[config.mk]
export PLATFORM = sky130hd
export DESIGN_NAME = cca_top
export DESIGN_NICKNAME = d
export VERILOG_FILES = /design/src/rtl/cca_unit.sv /design/src/rtl/cca_top.sv
export SDC_FILE = /design/constraint.sdc
export NUM_CORES = 1
export LEC_CHECK = 0
export BUFFER_PORTS_ARGS = -buffer_cell sky130_fd_sc_hd__clkbuf_2
export CORE_MARGIN = 2
export CORE_UTILIZATION = 52
export DETAILED_ROUTE_END_ITERATION = 10
export GPL_ROUTABILITY_DRIVEN = 0
export PLACE_DENSITY_LB_ADDON = 0.08
export SLEW_MARGIN = 5
export SYNTH_ARGS = -nofsm -noshare
export SYNTH_HDL_FRONTEND = slang
export SYNTH_SLANG_ARGS = --single-unit
[constraint.sdc]
create_clock -name aclk -period 2 [get_ports aclk]
set_input_delay 0.4 -clock aclk [delete_from_list [all_inputs] [get_ports aclk]]
set_output_delay 0.4 -clock aclk [all_outputs]
set_load 0.02 [all_outputs]
[src/rtl/cca_unit.sv]
// package and one compare/capture module of the counter array
`timescale 1ns/1ps
package cca_pkg;
  localparam logic [7:0]  ADDR_MODE      = 8'h00;
  localparam logic [7:0]  ADDR_CTRL      = 8'h04;
  localparam logic [7:0]  ADDR_CNT       = 8'h08;
  localparam logic [7:0]  ADDR_MMODE0    = 8'h0C;
  localparam logic [7:0]  ADDR_MMODE1    = 8'h10;
  localparam logic [7:0]  ADDR_CMP0      = 8'h14;
  localparam logic [7:0]  ADDR_CMP1      = 8'h18;
  localparam int          MODE_IDLE_BIT  = 7;
  localparam int          MODE_SRC_LSB   = 1;
  localparam int          MODE_OVFIE_BIT = 0;
  localparam int          CTRL_OVF_BIT   = 7;
  localparam int          CTRL_RUN_BIT   = 6;
  localparam int          CTRL_EVT_LSB   = 0;
  localparam int          MM_COMPARE_ENABLE_BIT    = 6;
  localparam int          MM_RISING_EDGE_CAPTURE_BIT    = 5;
  localparam int          MM_FALLING_EDGE_CAPTURE_BIT    = 4;
  localparam int          MM_MAT_BIT     = 3;
  localparam int          MM_TOG_BIT     = 2;
  localparam int          MM_PWM_BIT     = 1;
  localparam int          MM_MODULE_EVENT_INTERRUPT_ENABLE_BIT    = 0;
  localparam logic [7:0]  MODE_WMASK     = 8'h87;
  localparam logic [7:0]  MMODE_WMASK    = 8'h7F;
  localparam logic [7:0]  RST_MODE       = 8'h00;
  localparam logic [7:0]  RST_MMODE      = 8'h00;
  localparam logic [15:0] RST_CNT        = 16'h0000;
  localparam logic [15:0] RST_CMP        = 16'h0000;
  localparam logic [1:0]  SRC_DIV6       = 2'h0;
  localparam logic [1:0]  SRC_DIV2       = 2'h1;
  localparam logic [1:0]  SRC_TIMER      = 2'h2;
  localparam logic [1:0]  SRC_EXT        = 2'h3;
  localparam logic [2:0]  PRESC_LAST     = 3'h5;
  localparam logic [1:0]  RESP_OKAY      = 2'h0;
  localparam logic [1:0]  RESP_SLVERR    = 2'h2;
endpackage

module cca_unit (
  input  wire logic        aclk,
  input  wire logic        aresetn,
  input  wire logic [7:0]  mode,
  input  wire logic [15:0] cnt,
  input  wire logic        cnt_new,
  input  wire logic        wr_en,
  input  wire logic [15:0] wr_data,
  input  wire logic        pin_in,
  output logic      [15:0] cmp_ff,
  output logic             event_ff,
  output logic             pin_out_ff,
  output logic             pin_oe_n_ff
);
  import cca_pkg::*;

  logic [2:0] sync_ff;
  logic       lvl_ff;
  logic       chg;
  logic       cap;
  logic       match;
  logic       pwm_on;

  // sync_ff[0] is only read by sync_ff[1]
  always_ff @(posedge aclk)
  begin
    if (!aresetn)
    begin
      sync_ff <= 3'h0;
      lvl_ff  <= 1'b0;
    end
    else
    begin
      sync_ff <= {sync_ff[1:0], pin_in};
      if (sync_ff[1] == sync_ff[2])
        lvl_ff <= sync_ff[2];
    end
  end

  assign chg    = (sync_ff[1] == sync_ff[2]) && (sync_ff[2] != lvl_ff);
  assign cap    = chg && ((sync_ff[2] && mode[MM_RISING_EDGE_CAPTURE_BIT]) ||
                  (!sync_ff[2] && mode[MM_FALLING_EDGE_CAPTURE_BIT]));
  // compare only on a fresh counter value so a slow count matches once
  assign match  = mode[MM_COMPARE_ENABLE_BIT] && cnt_new && (cnt == cmp_ff);
  assign pwm_on = mode[MM_PWM_BIT] && mode[MM_COMPARE_ENABLE_BIT];

  always_ff @(posedge aclk)
  begin
    if (!aresetn)
      cmp_ff <= RST_CMP;
    else if (wr_en)
      cmp_ff <= wr_data;
    else if (cap)
      cmp_ff <= cnt;
    else if (pwm_on && cnt_new && (cnt[7:0] == 8'h00))
      cmp_ff[7:0] <= cmp_ff[15:8];
  end

  always_ff @(posedge aclk)
  begin
    if (!aresetn)
      event_ff <= 1'b0;
    else
      event_ff <= cap || (match && mode[MM_MAT_BIT]);
  end

  always_ff @(posedge aclk)
  begin
    if (!aresetn)
    begin
      pin_out_ff  <= 1'b0;
      pin_oe_n_ff <= 1'b1;
    end
    else
    begin
      if (pwm_on)
        pin_out_ff <= !(cnt[7:0] < cmp_ff[7:0]);
      else if (match && mode[MM_TOG_BIT])
        pin_out_ff <= !pin_out_ff;
      // pin stays free for general use unless an output mode drives it
      pin_oe_n_ff <= !(pwm_on || mode[MM_TOG_BIT]);
    end
  end
endmodule

[src/rtl/cca_top.sv]
// counter array top: shared time base, flags, interrupt and register slave
//
// Register access over AXI4-Lite and the register addresses were chosen for this implementation.
`timescale 1ns/1ps
// How it works
// time base advances at clock/6, clock/2, timer overflow or external input.
// one 16-bit counter feeds two compare/capture modules.
// module events and overflow share one interrupt request.
// pins not driven by the array stay free for general use.
// idle-stop bit set and idle mode active stops the counter.
// counter advances only while the run bit is set.
// overflow sets the overflow flag; interrupt only if enabled.
// overflow flag is cleared only by a processor write.
// each module has an event flag set by match or capture.
// capture on rising, falling or both edges of module input.
// modules also do software timer, fast toggle output and 8-bit PWM.
// module event flag interrupts only while its enable bit is set.
// modulation-enable bit selects pulse width modulation mode when the compare-enable bit is also set.
// toggle bit inverts module output on each compare match.
// match bit sets the event flag on each compare match.
// falling and rising capture bits choose the capture edges.
// compare-enable bit turns the comparator on; clear means no match.
// PWM output low while low byte below compare; reload on wrap.
// source field 00 /6, 01 /2, 10 timer, 11 external below clock/4.
// on a capture edge the counter is copied into capture bytes.
// software sets compare-enable and match for a software timer.
// external and capture inputs are synchronised and edge-detected.
// after reset counter stopped at zero, flags clear, modules off.
module cca_top
  import cca_pkg::*;
(
  input  wire logic        aclk,
  input  wire logic        aresetn,
  input  wire logic [7:0]  s_axi_awaddr,
  input  wire logic        s_axi_awvalid,
  output logic             s_axi_awready,
  input  wire logic [31:0] s_axi_wdata,
  input  wire logic [3:0]  s_axi_wstrb,
  input  wire logic        s_axi_wvalid,
  output logic             s_axi_wready,
  output logic [1:0]       s_axi_bresp,
  output logic             s_axi_bvalid,
  input  wire logic        s_axi_bready,
  input  wire logic [7:0]  s_axi_araddr,
  input  wire logic        s_axi_arvalid,
  output logic             s_axi_arready,
  output logic [31:0]      s_axi_rdata,
  output logic [1:0]       s_axi_rresp,
  output logic             s_axi_rvalid,
  input  wire logic        s_axi_rready,
  input  wire logic        idle_mode,
  input  wire logic        timer_overflow,
  input  wire logic        external_count_input,
  input  wire logic        module0_pin_in,
  output logic             module0_pin_out,
  output logic             module0_pin_oe_n,
  input  wire logic        module1_pin_in,
  output logic             module1_pin_out,
  output logic             module1_pin_oe_n,
  output logic             counter_array_irq
);
  import cca_pkg::*;

  function automatic logic [31:0] merge(input logic [31:0] old_v,
                                        input logic [31:0] new_v,
                                        input logic [3:0]  strb);
    logic [31:0] res;
    res = old_v;
    for (int i = 0; i < 4; i++)
      if (strb[i])
        res[i*8 +: 8] = new_v[i*8 +: 8];
    return res;
  endfunction

  logic [7:0]  aw_addr_ff;
  logic        aw_full_ff;
  logic [31:0] w_data_ff;
  logic [3:0]  w_strb_ff;
  logic        w_full_ff;
  logic        wr_fire;
  logic        wr_hit;
  logic [31:0] rd_val;
  logic        rd_hit;

  logic [7:0]  counter_mode_register_ff;
  logic        run_control_ff;
  logic        overflow_flag_ff;
  logic [1:0]  event_flag_ff;
  logic [7:0]  mmode_ff [2];
  logic [15:0] cnt_ff;
  logic        cnt_new_ff;
  logic [2:0]  presc_ff;
  logic        div2_ff;
  logic [2:0]  ext_sync_ff;
  logic        ext_lvl_ff;
  logic        ext_fall;
  logic        tick;
  logic        adv;
  logic        ovf_evt;
  logic        cnt_wr;
  logic        ctrl_wr;
  logic [31:0] cnt_merge;
  logic [31:0] ctrl_merge;

  logic [15:0] cmp    [2];
  logic [1:0]  evt;
  logic [1:0]  pin_in;
  logic [1:0]  pin_out;
  logic [1:0]  pin_oe_n;
  logic [1:0]  cmp_wr;

  // write channel: address and data taken in either order
  assign wr_fire = aw_full_ff && w_full_ff && !s_axi_bvalid;

  always_ff @(posedge aclk)
  begin
    if (!aresetn)
    begin
      aw_addr_ff    <= 8'h00;
      aw_full_ff    <= 1'b0;
      w_data_ff     <= 32'h0000_0000;
      w_strb_ff     <= 4'h0;
      w_full_ff     <= 1'b0;
      s_axi_awready <= 1'b0;
      s_axi_wready  <= 1'b0;
      s_axi_bvalid  <= 1'b0;
      s_axi_bresp   <= RESP_OKAY;
    end
    else
    begin
      if (!aw_full_ff && !s_axi_bvalid && !s_axi_awready)
        s_axi_awready <= 1'b1;
      if (!w_full_ff && !s_axi_bvalid && !s_axi_wready)
        s_axi_wready <= 1'b1;
      if (s_axi_awvalid && s_axi_awready)
      begin
        aw_addr_ff    <= s_axi_awaddr;
        aw_full_ff    <= 1'b1;
        s_axi_awready <= 1'b0;
      end
      if (s_axi_wvalid && s_axi_wready)
      begin
        w_data_ff    <= s_axi_wdata;
        w_strb_ff    <= s_axi_wstrb;
        w_full_ff    <= 1'b1;
        s_axi_wready <= 1'b0;
      end
      if (wr_fire)
      begin
        aw_full_ff   <= 1'b0;
        w_full_ff    <= 1'b0;
        s_axi_bvalid <= 1'b1;
        s_axi_bresp  <= wr_hit ? RESP_OKAY : RESP_SLVERR;
      end
      if (s_axi_bvalid && s_axi_bready)
        s_axi_bvalid <= 1'b0;
    end
  end

  always_comb
  begin
    case (aw_addr_ff)
      ADDR_MODE, ADDR_CTRL, ADDR_CNT, ADDR_MMODE0,
      ADDR_MMODE1, ADDR_CMP0, ADDR_CMP1: wr_hit = 1'b1;
      default:                           wr_hit = 1'b0;
    endcase
  end

  // read channel: answer one cycle after the address is taken
  always_comb
  begin
    rd_hit = 1'b1;
    case (s_axi_araddr)
      ADDR_MODE:   rd_val = {24'h00_0000, counter_mode_register_ff};
      ADDR_CTRL:   rd_val = {24'h00_0000, overflow_flag_ff, run_control_ff,
                             4'h0, event_flag_ff};
      ADDR_CNT:    rd_val = {16'h0000, cnt_ff};
      ADDR_MMODE0: rd_val = {24'h00_0000, mmode_ff[0]};
      ADDR_MMODE1: rd_val = {24'h00_0000, mmode_ff[1]};
      ADDR_CMP0:   rd_val = {16'h0000, cmp[0]};
      ADDR_CMP1:   rd_val = {16'h0000, cmp[1]};
      default:
      begin
        rd_val = 32'h0000_0000;
        rd_hit = 1'b0;
      end
    endcase
  end

  always_ff @(posedge aclk)
  begin
    if (!aresetn)
    begin
      s_axi_arready <= 1'b0;
      s_axi_rvalid  <= 1'b0;
      s_axi_rdata   <= 32'h0000_0000;
      s_axi_rresp   <= RESP_OKAY;
    end
    else
    begin
      if (!s_axi_rvalid && !s_axi_arready)
        s_axi_arready <= 1'b1;
      if (s_axi_arvalid && s_axi_arready)
      begin
        s_axi_arready <= 1'b0;
        s_axi_rvalid  <= 1'b1;
        s_axi_rdata   <= rd_val;
        s_axi_rresp   <= rd_hit ? RESP_OKAY : RESP_SLVERR;
      end
      if (s_axi_rvalid && s_axi_rready)
        s_axi_rvalid <= 1'b0;
    end
  end

  assign cnt_wr     = wr_fire && (aw_addr_ff == ADDR_CNT);
  assign ctrl_wr    = wr_fire && (aw_addr_ff == ADDR_CTRL) && w_strb_ff[0];
  assign cnt_merge  = merge({16'h0000, cnt_ff}, w_data_ff, w_strb_ff);
  assign ctrl_merge = merge({24'h00_0000, overflow_flag_ff, run_control_ff,
                             4'h0, event_flag_ff}, w_data_ff, w_strb_ff);

  always_ff @(posedge aclk)
  begin
    if (!aresetn)
    begin
      counter_mode_register_ff <= RST_MODE;
      mmode_ff[0]              <= RST_MMODE;
      mmode_ff[1]              <= RST_MMODE;
    end
    else if (wr_fire && w_strb_ff[0])
    begin
      if (aw_addr_ff == ADDR_MODE)
        counter_mode_register_ff <= w_data_ff[7:0] & MODE_WMASK;
      if (aw_addr_ff == ADDR_MMODE0)
        mmode_ff[0] <= w_data_ff[7:0] & MMODE_WMASK;
      if (aw_addr_ff == ADDR_MMODE1)
        mmode_ff[1] <= w_data_ff[7:0] & MMODE_WMASK;
    end
  end

  // external count input: a falling change counts once stages two and three agree
  always_ff @(posedge aclk)
  begin
    if (!aresetn)
    begin
      ext_sync_ff <= 3'h0;
      ext_lvl_ff  <= 1'b0;
    end
    else
    begin
      ext_sync_ff <= {ext_sync_ff[1:0], external_count_input};
      if (ext_sync_ff[1] == ext_sync_ff[2])
        ext_lvl_ff <= ext_sync_ff[2];
    end
  end

  // counts on falling edges; needs two stable samples per level, hence clock/4 max
  assign ext_fall = (ext_sync_ff[1] == ext_sync_ff[2]) && !ext_sync_ff[2]
                    && ext_lvl_ff;

  always_ff @(posedge aclk)
  begin
    if (!aresetn)
    begin
      presc_ff <= 3'h0;
      div2_ff  <= 1'b0;
    end
    else
    begin
      presc_ff <= (presc_ff == PRESC_LAST) ? 3'h0 : presc_ff + 3'h1;
      div2_ff  <= !div2_ff;
    end
  end

  always_comb
  begin
    case (counter_mode_register_ff[MODE_SRC_LSB +: 2])
      SRC_DIV6:  tick = (presc_ff == PRESC_LAST);
      SRC_DIV2:  tick = div2_ff;
      SRC_TIMER: tick = timer_overflow;
      SRC_EXT:   tick = ext_fall;
      default:   tick = 1'b0;
    endcase
  end

  assign adv = tick && run_control_ff
               && !(counter_mode_register_ff[MODE_IDLE_BIT] && idle_mode);
  assign ovf_evt = adv && (cnt_ff == 16'hFFFF);

  always_ff @(posedge aclk)
  begin
    if (!aresetn)
    begin
      cnt_ff     <= RST_CNT;
      cnt_new_ff <= 1'b0;
    end
    else
    begin
      if (cnt_wr)
        cnt_ff <= cnt_merge[15:0];
      else if (adv)
        cnt_ff <= cnt_ff + 16'h0001;
      cnt_new_ff <= adv && !cnt_wr;
    end
  end

  // a hardware event in the same cycle as a clearing write still sets
  always_ff @(posedge aclk)
  begin
    if (!aresetn)
    begin
      run_control_ff   <= 1'b0;
      overflow_flag_ff <= 1'b0;
      event_flag_ff    <= 2'h0;
    end
    else
    begin
      if (ctrl_wr)
      begin
        run_control_ff   <= ctrl_merge[CTRL_RUN_BIT];
        overflow_flag_ff <= ctrl_merge[CTRL_OVF_BIT] || ovf_evt;
        event_flag_ff    <= ctrl_merge[CTRL_EVT_LSB +: 2] | evt;
      end
      else
      begin
        overflow_flag_ff <= overflow_flag_ff || ovf_evt;
        event_flag_ff    <= event_flag_ff | evt;
      end
    end
  end

  always_ff @(posedge aclk)
  begin
    if (!aresetn)
      counter_array_irq <= 1'b0;
    else
      counter_array_irq <= (overflow_flag_ff
                            && counter_mode_register_ff[MODE_OVFIE_BIT])
                           || (event_flag_ff[0] && mmode_ff[0][MM_MODULE_EVENT_INTERRUPT_ENABLE_BIT])
                           || (event_flag_ff[1] && mmode_ff[1][MM_MODULE_EVENT_INTERRUPT_ENABLE_BIT]);
  end

  assign pin_in = {module1_pin_in, module0_pin_in};
  assign cmp_wr[0] = wr_fire && (aw_addr_ff == ADDR_CMP0);
  assign cmp_wr[1] = wr_fire && (aw_addr_ff == ADDR_CMP1);

  for (genvar n = 0; n < 2; n++)
  begin : g_unit
    logic [31:0] cmp_merge;
    assign cmp_merge = merge({16'h0000, cmp[n]}, w_data_ff, w_strb_ff);
    cca_unit u_unit (
      .aclk        (aclk),
      .aresetn     (aresetn),
      .mode        (mmode_ff[n]),
      .cnt         (cnt_ff),
      .cnt_new     (cnt_new_ff),
      .wr_en       (cmp_wr[n]),
      .wr_data     (cmp_merge[15:0]),
      .pin_in      (pin_in[n]),
      .cmp_ff      (cmp[n]),
      .event_ff    (evt[n]),
      .pin_out_ff  (pin_out[n]),
      .pin_oe_n_ff (pin_oe_n[n])
    );
  end

  assign module0_pin_out  = pin_out[0];
  assign module0_pin_oe_n = pin_oe_n[0];
  assign module1_pin_out  = pin_out[1];
  assign module1_pin_oe_n = pin_oe_n[1];
endmodule

* After elaboration in Yosys (flattened, before gate mapping) *
Memories as Yosys holds them, arrays and structs flattened.
Cells that the tools add are included.
W data, S select, Z words.

word-level totals
  register bits after elaboration = 149
  RAM bits = 14
  input bits = 64
  output and inout port bits = 46
  word-level logic and storage cells = 222
  memories kept = 1

memory list
  name      depth  width  rd ports  clocked after memory_dff  write ports  line           source
  mmode_ff  2      7      2         0                         2            cca_top.sv:89  logic [7:0] mmode_ff [2];

operators by class
  $add $sub $neg = 2
  order comparisons = 2
  equality and inequality tests = 30
  multiplexer cells = 36
  bitwise gates (word level) = 5
  reductions and logical operators = 107

operator list
  cell                     count
  $pmux W16 S7             1
  $mux W8                  9
  $mux W16                 4
  $logic_and A1 B1 Y1      50
  $eq A8 B5 Y1 const B     6
  $eq A16 B16 Y1           2
  $eq A8 B4 Y1 const B     4
  $logic_not A8 Y1         3
  $logic_not A1 Y1         19
  $add A16 B1 Y16 const B  1
  $eq A16 B16 Y1 const B   1
  $eq A8 B3 Y1 const B     2
  $lt A8 B8 Y1             2
  $mux W1                  16
  $reduce_and A2 Y1        8
  $mux W7                  2
  $reduce_or A2 Y1         7
  $reduce_or A7 Y1         2
  $ne A2 B2 Y1 const B     6
  $logic_or A1 B1 Y1       10
  $reduce_bool A2 Y1       5
  $mux W2                  3
  $reduce_bool A3 Y1       2
  $eq A2 B2 Y1 const B     2
  10 further kinds         15

* Longest topological paths before layout *
Gate-level depths: netlist of the first run.

  depth in word-level cells = 9
  depth in mapped cells = 8
  depth with buffers taken out = 7

* By module *
Synthesis of the first run repeated with hierarchy kept, for this count alone.

second synthesis, totals
  cell total of the unflattened synthesis = 913
  area total of the unflattened synthesis = 7701.1 µm²

modules (own cells, without submodules)
  module                        instances  cells each  area each (µm²)  sequential area each (µm²)
  cca_top                       1          621         5018.6           2122.0
  cca_unit at g_unit[1].u_unit  1          146         1356.3           460.4
  cca_unit at g_unit[0].u_unit  1          146         1326.3           460.4

* Worst setup path before layout of the first run *
No wires, ideal clock.

  path type = reg2reg
  start point = register s_axi_bvalid
  end point = register cnt_ff[6]
  library setup time = 0.062 ns
  arrival = 2.112 ns
  data required time = 1.938 ns
  path slack = -0.174 ns
  cell stages (with the launch flop) = 9
  cells stage by stage = dfxtp_1 and3b_1 buf_6 and3_1 buf_6 or3_4 buf_6 or4_1 nand3_1

on the way
  longest elaborated chain between the ends = 5
  elaborated cells on any way between the ends = 7

ends and longest elaborated chain
  element                                                              line            source
  from (decl)                                                          cca_top.sv:42   output logic s_axi_bvalid,
  from (signal assigned)                                               cca_top.sv:126  s_axi_bvalid <= 1'b0;
  from (signal assigned)                                               cca_top.sv:152  s_axi_bvalid <= 1'b1;
  from (signal assigned)                                               cca_top.sv:156  s_axi_bvalid <= 1'b0;
  $logic_not A1 Y1 *                                                   cca_top.sv:113  assign wr_fire = aw_full_ff && w_full_ff && !s_axi_bvalid;
  $logic_and A1 B1 Y1 *                                                cca_top.sv:113
  $logic_and A1 B1 Y1 *                                                cca_top.sv:215  assign cnt_wr = wr_fire && (aw_addr_ff == ADDR_CNT);
  $ne A2 B2 Y1 (no line) / $reduce_bool A2 Y1 (equally long branches)  n/a
  $reduce_and A2 Y1 (no line)                                          n/a
  to (signal assigned)                                                 cca_top.sv:299  cnt_ff <= cnt_merge[15:0];
  to (signal assigned)                                                 cca_top.sv:301  cnt_ff <= cnt_ff + 16'h0001;
  to (decl)                                                            cca_top.sv:90   logic [15:0] cnt_ff;

Every way passes the cells marked *; elsewhere a longest branch is shown, timed or not.
A chain may end at the register's enable or synchronous reset.

* Final worst setup path of the first run *
  start point = register cnt_ff[5]
  end point = register g_unit[1].u_unit.cmp_ff[6]

on the way
  longest elaborated chain between the ends = 4

ends and longest elaborated chain
  element                       line            source
  $logic_not A8 Y1              cca_unit.sv:93  else if (pwm_on && cnt_new && (cnt[7:0] == 8'h00))
  $logic_and A1 B1 Y1           cca_unit.sv:93
  $reduce_bool A3 Y1 (no line)  n/a
  $reduce_and A2 Y1 (no line)   n/a
  to (signal assigned)          cca_unit.sv:90  cmp_ff <= wr_data;
  to (signal assigned)          cca_unit.sv:92  cmp_ff <= cnt;
  to (signal assigned)          cca_unit.sv:94  cmp_ff[7:0] <= cmp_ff[15:8];
  to (decl)                     cca_unit.sv:48  output logic [15:0] cmp_ff,

Every way passes these cells.

==> results of run 1 <==
==> logic make-up after synthesis <==
group	share of synthesized area [%]
flops	40.83
mux	5.171
other cells	0.05032
simple gates	21.31
fa+ha+maj	3.526
compound gates	19.64
xor+xnor	2.350
buf+inv	7.119
==> cells in the mapped netlist (4+ instances only) <==
master      n
a211oi_1   15
a21o_1      7
a21oi_1    73
a221oi_1    6
a222oi_1    8
a22oi_1     4
a311o_1     6
a311oi_1    6
a31oi_1    19
a32oi_1     4
and2_1     18
and3_1      5
buf_2       7
buf_4      18
clkbuf_1   44
dfxtp_1   131
edfxtp_1   14
ha_1       21
inv_1      39
mux2_2     16
mux2i_1    18
nand2_1   113
nand3_1    29
nand4_1    18
nor2_1     71
nor2b_1     7
nor3_1     23
nor4_1      6
o211a_1     9
o21ai_0    31
o31ai_1     4
or4_1       6
xnor2_1     4
xor2_1     16
==> repair_timing <==
| action | 4_1_cts | 5_1_grt |
|---|---|---|
| setup endpoints to repair | 27 | 51 |
| gates resized for setup | 16 | 34 |
| setup buffers | 0 | 5 |
| pin swaps | 5 | 13 |
| gates cloned | 0 | 1 |
==> routing by layer <==
layer / part of all wire (%) / global-route usage (%)
met5: 0 / 0
met3: 8.5 / 6.273
met2: 45 / 48.66
met1: 41 / 39.51
met4: 4.9 / 17.61
==> worst register-to-register path, stage by stage (launching register included) <==
cell     delay, ps
dfxtp_2        360
buf_4          150
or4_1          440
or3_1          420
nand3_2        110
o21ai_4        120
mux2_1         330
==> layout make-up <==
cell class                      count  area [um2]  share of cell area (%)
Clock inverter                     12       133.9                   1.398
Inverter                           40       152.6                   1.594
Multi-Input combinational cell    637        4163                   43.48
Sequential cell                   145        3057                   31.93
Tap cell                          180       225.2                   2.352
Timing Repair Buffer              198        1385                   14.47
Clock buffer                       20       457.9                   4.783
==> registers in the layout, indices dropped and copies added, names as in the netlist, 2 cells and up <==
register and cells:
g_unit.u_unit.pin_oe_n_ff 2, g_unit.u_unit.sync_ff 6, w_data_ff 16, g_unit.u_unit.cmp_ff 32, aw_addr_ff 8, s_axi_rdata 16, g_unit.u_unit.event_ff 2, presc_ff 3
cnt_ff 16, g_unit.u_unit.pin_out_ff 2, mmode_ff 14, ext_sync_ff 3, g_unit.u_unit.lvl_ff 2, w_strb_ff 2, event_flag_ff 2, counter_mode_register_ff 4
==> metrics by stage <==
step                hold WS (ps)  TNS, ps  setup WS (ps)
floorplan                  386.0   -50.53         -50.53
global placement           395.6    -1408         -133.6
detailed placement         400.7    -2595         -143.3
CTS                        151.9   -1.988         -1.988
global route               177.2   -841.3         -138.5
finish                     163.9   -144.3         -45.82
==> worst max-delay path by stage <==
stage / from / end / slack (ps)
final: cnt_ff[5] / g_unit[1].u_unit.cmp_ff[6] / -50
after CTS: cnt_ff[1] / g_unit[0].u_unit.pin_out_ff / -2
after global placement: cnt_ff[7] / g_unit[1].u_unit.pin_out_ff / -130
after global routing: g_unit[1].u_unit.cmp_ff[5] / g_unit[1].u_unit.pin_out_ff / -140
after detailed placement: cnt_ff[0] / g_unit[0].u_unit.cmp_ff[3] / -140
after floorplan: s_axi_bvalid / cnt_ff[6] / -50
==> power by group <==
part           internal, mW  switching (mW)
registers              3.00          0.0802
logic                 0.201           0.310
clock network          1.91            1.29
==> impl_metrics.ini, run 1 <==
[status]
outcome = complete, but fails checks
violations = negative setup slack

[cells_and_area]
syn2layout_area_growth_pct = 28.48
layout_commonest_cell = dfxtp_1
mostFrequentLayoutCells = dfxtp_1 (122), nand2_1 (113), buf_4 (112)
drive_above_1_share_pct = 27.57
final_net_count = 1124
fillers = 1141
stdcell_count = 1232
final_util_pct = 68.71
final_area_um2 = 9574
num_antenna_cells = 0

[clocking]
clk_pin_slew_worst_paths_ps = 60
cts_hold_buf = 0
cts_made_buffers = 17
clockRootBuffer = clkbuf_16
cts_max_level = 4
clock_path_buffers = 2
clkSinkCount = 145
cts_tree = yes
clk_latency_ps = 440

[place]
port-buffer-count = 73
dpl.hpwl_um = 17260
dpl-instance-area_um2 = 8706
dp.cells = 1195

[floorplanning]
start_util_pct = 53.48
core_um2 = 13930
num_rows = 43
die_h_um = 123.7
io_pins = 110
die_width_um = 123.7
fp.dieArea_um2 = 15300

[detailed_routing]
totalWireLength_um = 23150
dr.first_iter.drc_count = 795
vias = 7400
vias_per_cell = 6.006
routedWlPerCell_um = 18.79
drcViolationCount = 0
ant_nets = 0
dr.pass1.iters = 6

[critical_path]
cpPeakStageDelay_ps = 440
regToRegSetupSlack_ps = -50
worst_ep_arrival_time_ps = 2370
crit_type = reg -> reg
rr_endpoint = g_unit[1].u_unit.cmp_ff[6]
cp.depth = 6
critical-path-top-delay-family = simple AND/OR/NAND/NOR gates
worstPathCellList = buf_4 -> or4_1 -> or3_1 -> nand3_2 -> o21ai_4 -> mux2_1
slowest_stage = or4_1
r2r_start = cnt_ff[5]
start_kind = flip-flop
reg2regPathDepth = 6
endpoint_kind = flip-flop
worstPathMaxFanout = 8
worstPathRequired_ps = 2320
crit_buf_inv = 1

[synthesis]
synth_edf_count = 14
yosys-top-cells-area = dfxtp_1 (35%), nand2_1 (5.7%), edfxtp_1 (5.6%)
synthFlopType = dfxtp_1
ys_ff_latch = 145
synthCells = 880
synth_seq_area_share_pct = 40.83
netlist.area_leader.share_pct = 35.19
synth_area_um2 = 7452
synth_area_per_cell_um2 = 8.468
yosysTopAreaCell = dfxtp_1
async_flop_share_pct = 0
ys_types = 70
yosys_warnings = 0

[sta]
fmax_mhz = 488.8
tightestPinTransition_ps = 616.7
finalSetupViolations = 8
finClkSkew_ps = 8.705
fin_crit_ps = 2046
slew_viol_final = 0
finalHoldViolations = 0
rsz0062_at_grt = yes
finalCritPeriodShare_pct = 102.3
fin_ws_ps = -45.82
max_slew_margin_pct = 58.79

[worst_hold_path]
hp-class = in -> reg
hold_path_end = g_unit[1].u_unit.sync_ff[0]
hold_start = module1_pin_in
worstHoldPathCells = 2

[pwr]
vdd_ir_drop_max_uv = 616.6
finalPower_mw = 6.796
p_leak_nw = 4.106
p_per_area_nw_per_um2 = 709.9

[global_route]
grt_pass1_vias = 6964
grt_pass1_wl_um = 35720
antenna_found_initial = 0
overflow = 0
grt_start_max_net_pins = 51
track_usage_pct = 30.93

[flow_run]
cap_violations = 0
Note: power is estimated with default switching activity, not from simulation.
==> run 2: changes to the inputs <==
--- a/config.mk
+++ b/config.mk
@@ -8,6 +8,7 @@
 export BUFFER_PORTS_ARGS = -buffer_cell sky130_fd_sc_hd__clkbuf_2
 export CORE_MARGIN = 2
 export CORE_UTILIZATION = 52
+export CTS_BUF_LIST = sky130_fd_sc_hd__clkbuf_16
 export DETAILED_ROUTE_END_ITERATION = 10
 export GPL_ROUTABILITY_DRIVEN = 0
 export PLACE_DENSITY_LB_ADDON = 0.08
==> run 2 against run 1 <==
Utilization unchanged. Total power fell by 0.24%. The flow still finishes with violations (negative setup slack). Sequential share of layout area unchanged. Clock skew about the same. Cell area unchanged. Register-to-register slack about the same.
==> impl_metrics.ini, run 2 (synthesized netlist as in run 1, its figures left out) <==
[pwr]
p_seq_share_pct = 45.5
p_sw_mw = 1.674
power.share.clock_pct = 47.0
pwr-share-comb_pct = 7.5
p_leak_nw = 4.114
sw_frac_of_total_pct = 24.69
finalPower_mw = 6.780
p_per_area_nw_per_um2 = 708.2
internal-power_mw = 5.106
vdd_ir_drop_max_uv = 615.9

[sta]
finalHoldViolations = 0
fin_crit_ps = 2046
fin_setup_tns_ps = -152.6
slew_viol_final = 0
max_slew_margin_pct = 57.84
fmax_mhz = 488.7
fin_ws_ps = -46.16
timing.hold.ws_ps = 164.5
rsz0062_at_grt = yes
finalSetupViolations = 10
finClkSkew_ps = 8.667
finalCritPeriodShare_pct = 102.3
tightestPinTransition_ps = 630.9

[critical_path]
rr_endpoint = g_unit[1].u_unit.cmp_ff[6]
reg2regPathDepth = 6
crit_type = reg -> reg
critical-path-top-delay-family = simple AND/OR/NAND/NOR gates
worst_ep_arrival_time_ps = 2370
endpoint_kind = flip-flop
r2r_start = cnt_ff[5]
startpoint = cnt_ff[5]
worstPathMaxFanout = 8
slowest_stage = or4_1
worstPathCellList = buf_4 -> or4_1 -> or3_1 -> nand3_2 -> o21ai_4 -> mux2_1
crit_path_end = g_unit[1].u_unit.cmp_ff[6]
start_kind = flip-flop
crit_buf_inv = 1
regToRegSetupSlack_ps = -50
cpPeakStageDelay_ps = 440
worstPathRequired_ps = 2320
cp.depth = 6

[floorplanning]
fp.dieArea_um2 = 15300
core_um2 = 13930
io_pins = 110
die_width_um = 123.7
die_h_um = 123.7
num_rows = 43
start_util_pct = 53.48

[cells_and_area]
final_net_count = 1124
largest_register_ffs = 32
layout_commonest_cell = dfxtp_1
final_area_um2 = 9574
final_util_pct = 68.71
syn2layout_area_growth_pct = 28.48
mostFrequentLayoutCells = dfxtp_1 (122), nand2_1 (113), buf_4 (112)
num_antenna_cells = 0
drive_above_1_share_pct = 27.57
regMostFlops = g_unit.u_unit.cmp_ff

[place]
port-buffer-count = 73
dpl.hpwl_um = 17260
dpl-instance-area_um2 = 8706

[clocking]
clk_latency_ps = 440
clock_path_buffers = 2
cts_max_level = 4
clk_pin_slew_worst_paths_ps = 60
cts_made_buffers = 17
cts_tree = yes
clkSinkCount = 145
clockRootBuffer = clkbuf_16

[detailed_routing]
totalWireLength_um = 23140
routedWlPerCell_um = 18.78
vias_per_cell = 5.978
ant_nets = 0
dr.pass1.iters = 6
drcViolationCount = 0
vias = 7365
dr.first_iter.drc_count = 771

[global_route]
grt_start_max_net_pins = 51
antenna_found_initial = 0
grt_pass1_vias = 6964
grt_pass1_wl_um = 35720
track_usage_pct = 30.93
overflow = 0

[flow_run]
cap_violations = 0

[status]
outcome = complete, but fails checks
violations = negative setup slack

[worst_hold_path]
hp-class = in -> reg
## run 2: cell types whose count changed in the layout (fill, tap and decap cells not counted), sizes merged
cell	delta
clkbuf	-2
inv	+2
## run 2: layer usage
metal / track usage (%) / vias to the layer above / wire [um]
met3: 6.273 / 74 / 2013
li1: - / 3461 / -
met5: 0 / - / 0
met1: 39.51 / 3423 / 9450
met4: 17.61 / 0 / 1083
met2: 48.66 / 407 / 10590
## run 2: per-stage QoR
stage | std cells | setup slack, ps
floorplan | 897 | -50.53
global placement | 1195 | -133.6
detailed placement | 1195 | -143.3
CTS | 1227 | -1.708
global route | 1232 | -138.5
finish | 1232 | -46.16
## run 2: area by class of cell
| class | instances | area [um2] |
|---|---|---|
| Clock buffer | 18 | 450.4 |
| Clock inverter | 14 | 141.4 |
| Multi-Input combinational cell | 637 | 4163 |
| Sequential cell | 145 | 3057 |
| Timing Repair Buffer | 198 | 1385 |
| Fill cell | 1141 | 4360 |
| Inverter | 40 | 152.6 |
| Tap cell | 180 | 225.2 |
## run 2: worst min-delay path by stage
stage	start	to	cells past startpoint
after floorplan	div2_ff	div2_ff	1
after CTS	module1_pin_in	g_unit[1].u_unit.sync_ff[0]	2
after detailed placement	div2_ff	div2_ff	1
final	module1_pin_in	g_unit[1].u_unit.sync_ff[0]	2
after global placement	div2_ff	div2_ff	1
after global routing	module0_pin_in	g_unit[0].u_unit.sync_ff[0]	2
## run 2: repair_timing
| action | 4_1_cts | 5_1_grt |
|---|---|---|
| cloned | 0 | 1 |
| pin swaps | 5 | 13 |
| setup buffers | 0 | 5 |
| endpoints found under the setup margin | 27 | 51 |
| gates resized for setup | 16 | 34 |
| hold buffers | 0 | 0 |
## run 2: power groups by stage
stage / Clock, mW / Sequential (mW) / Combinational, mW
2_1_floorplan: 0 / 3.13 / 0.300
4_1_cts: 3.22 / 3.08 / 0.492
6_report: 3.19 / 3.08 / 0.511
5_1_grt: 3.33 / 3.09 / 0.561
3_5_place_dp: 0 / 3.14 / 0.486
3_3_place_gp: 0 / 3.14 / 0.471
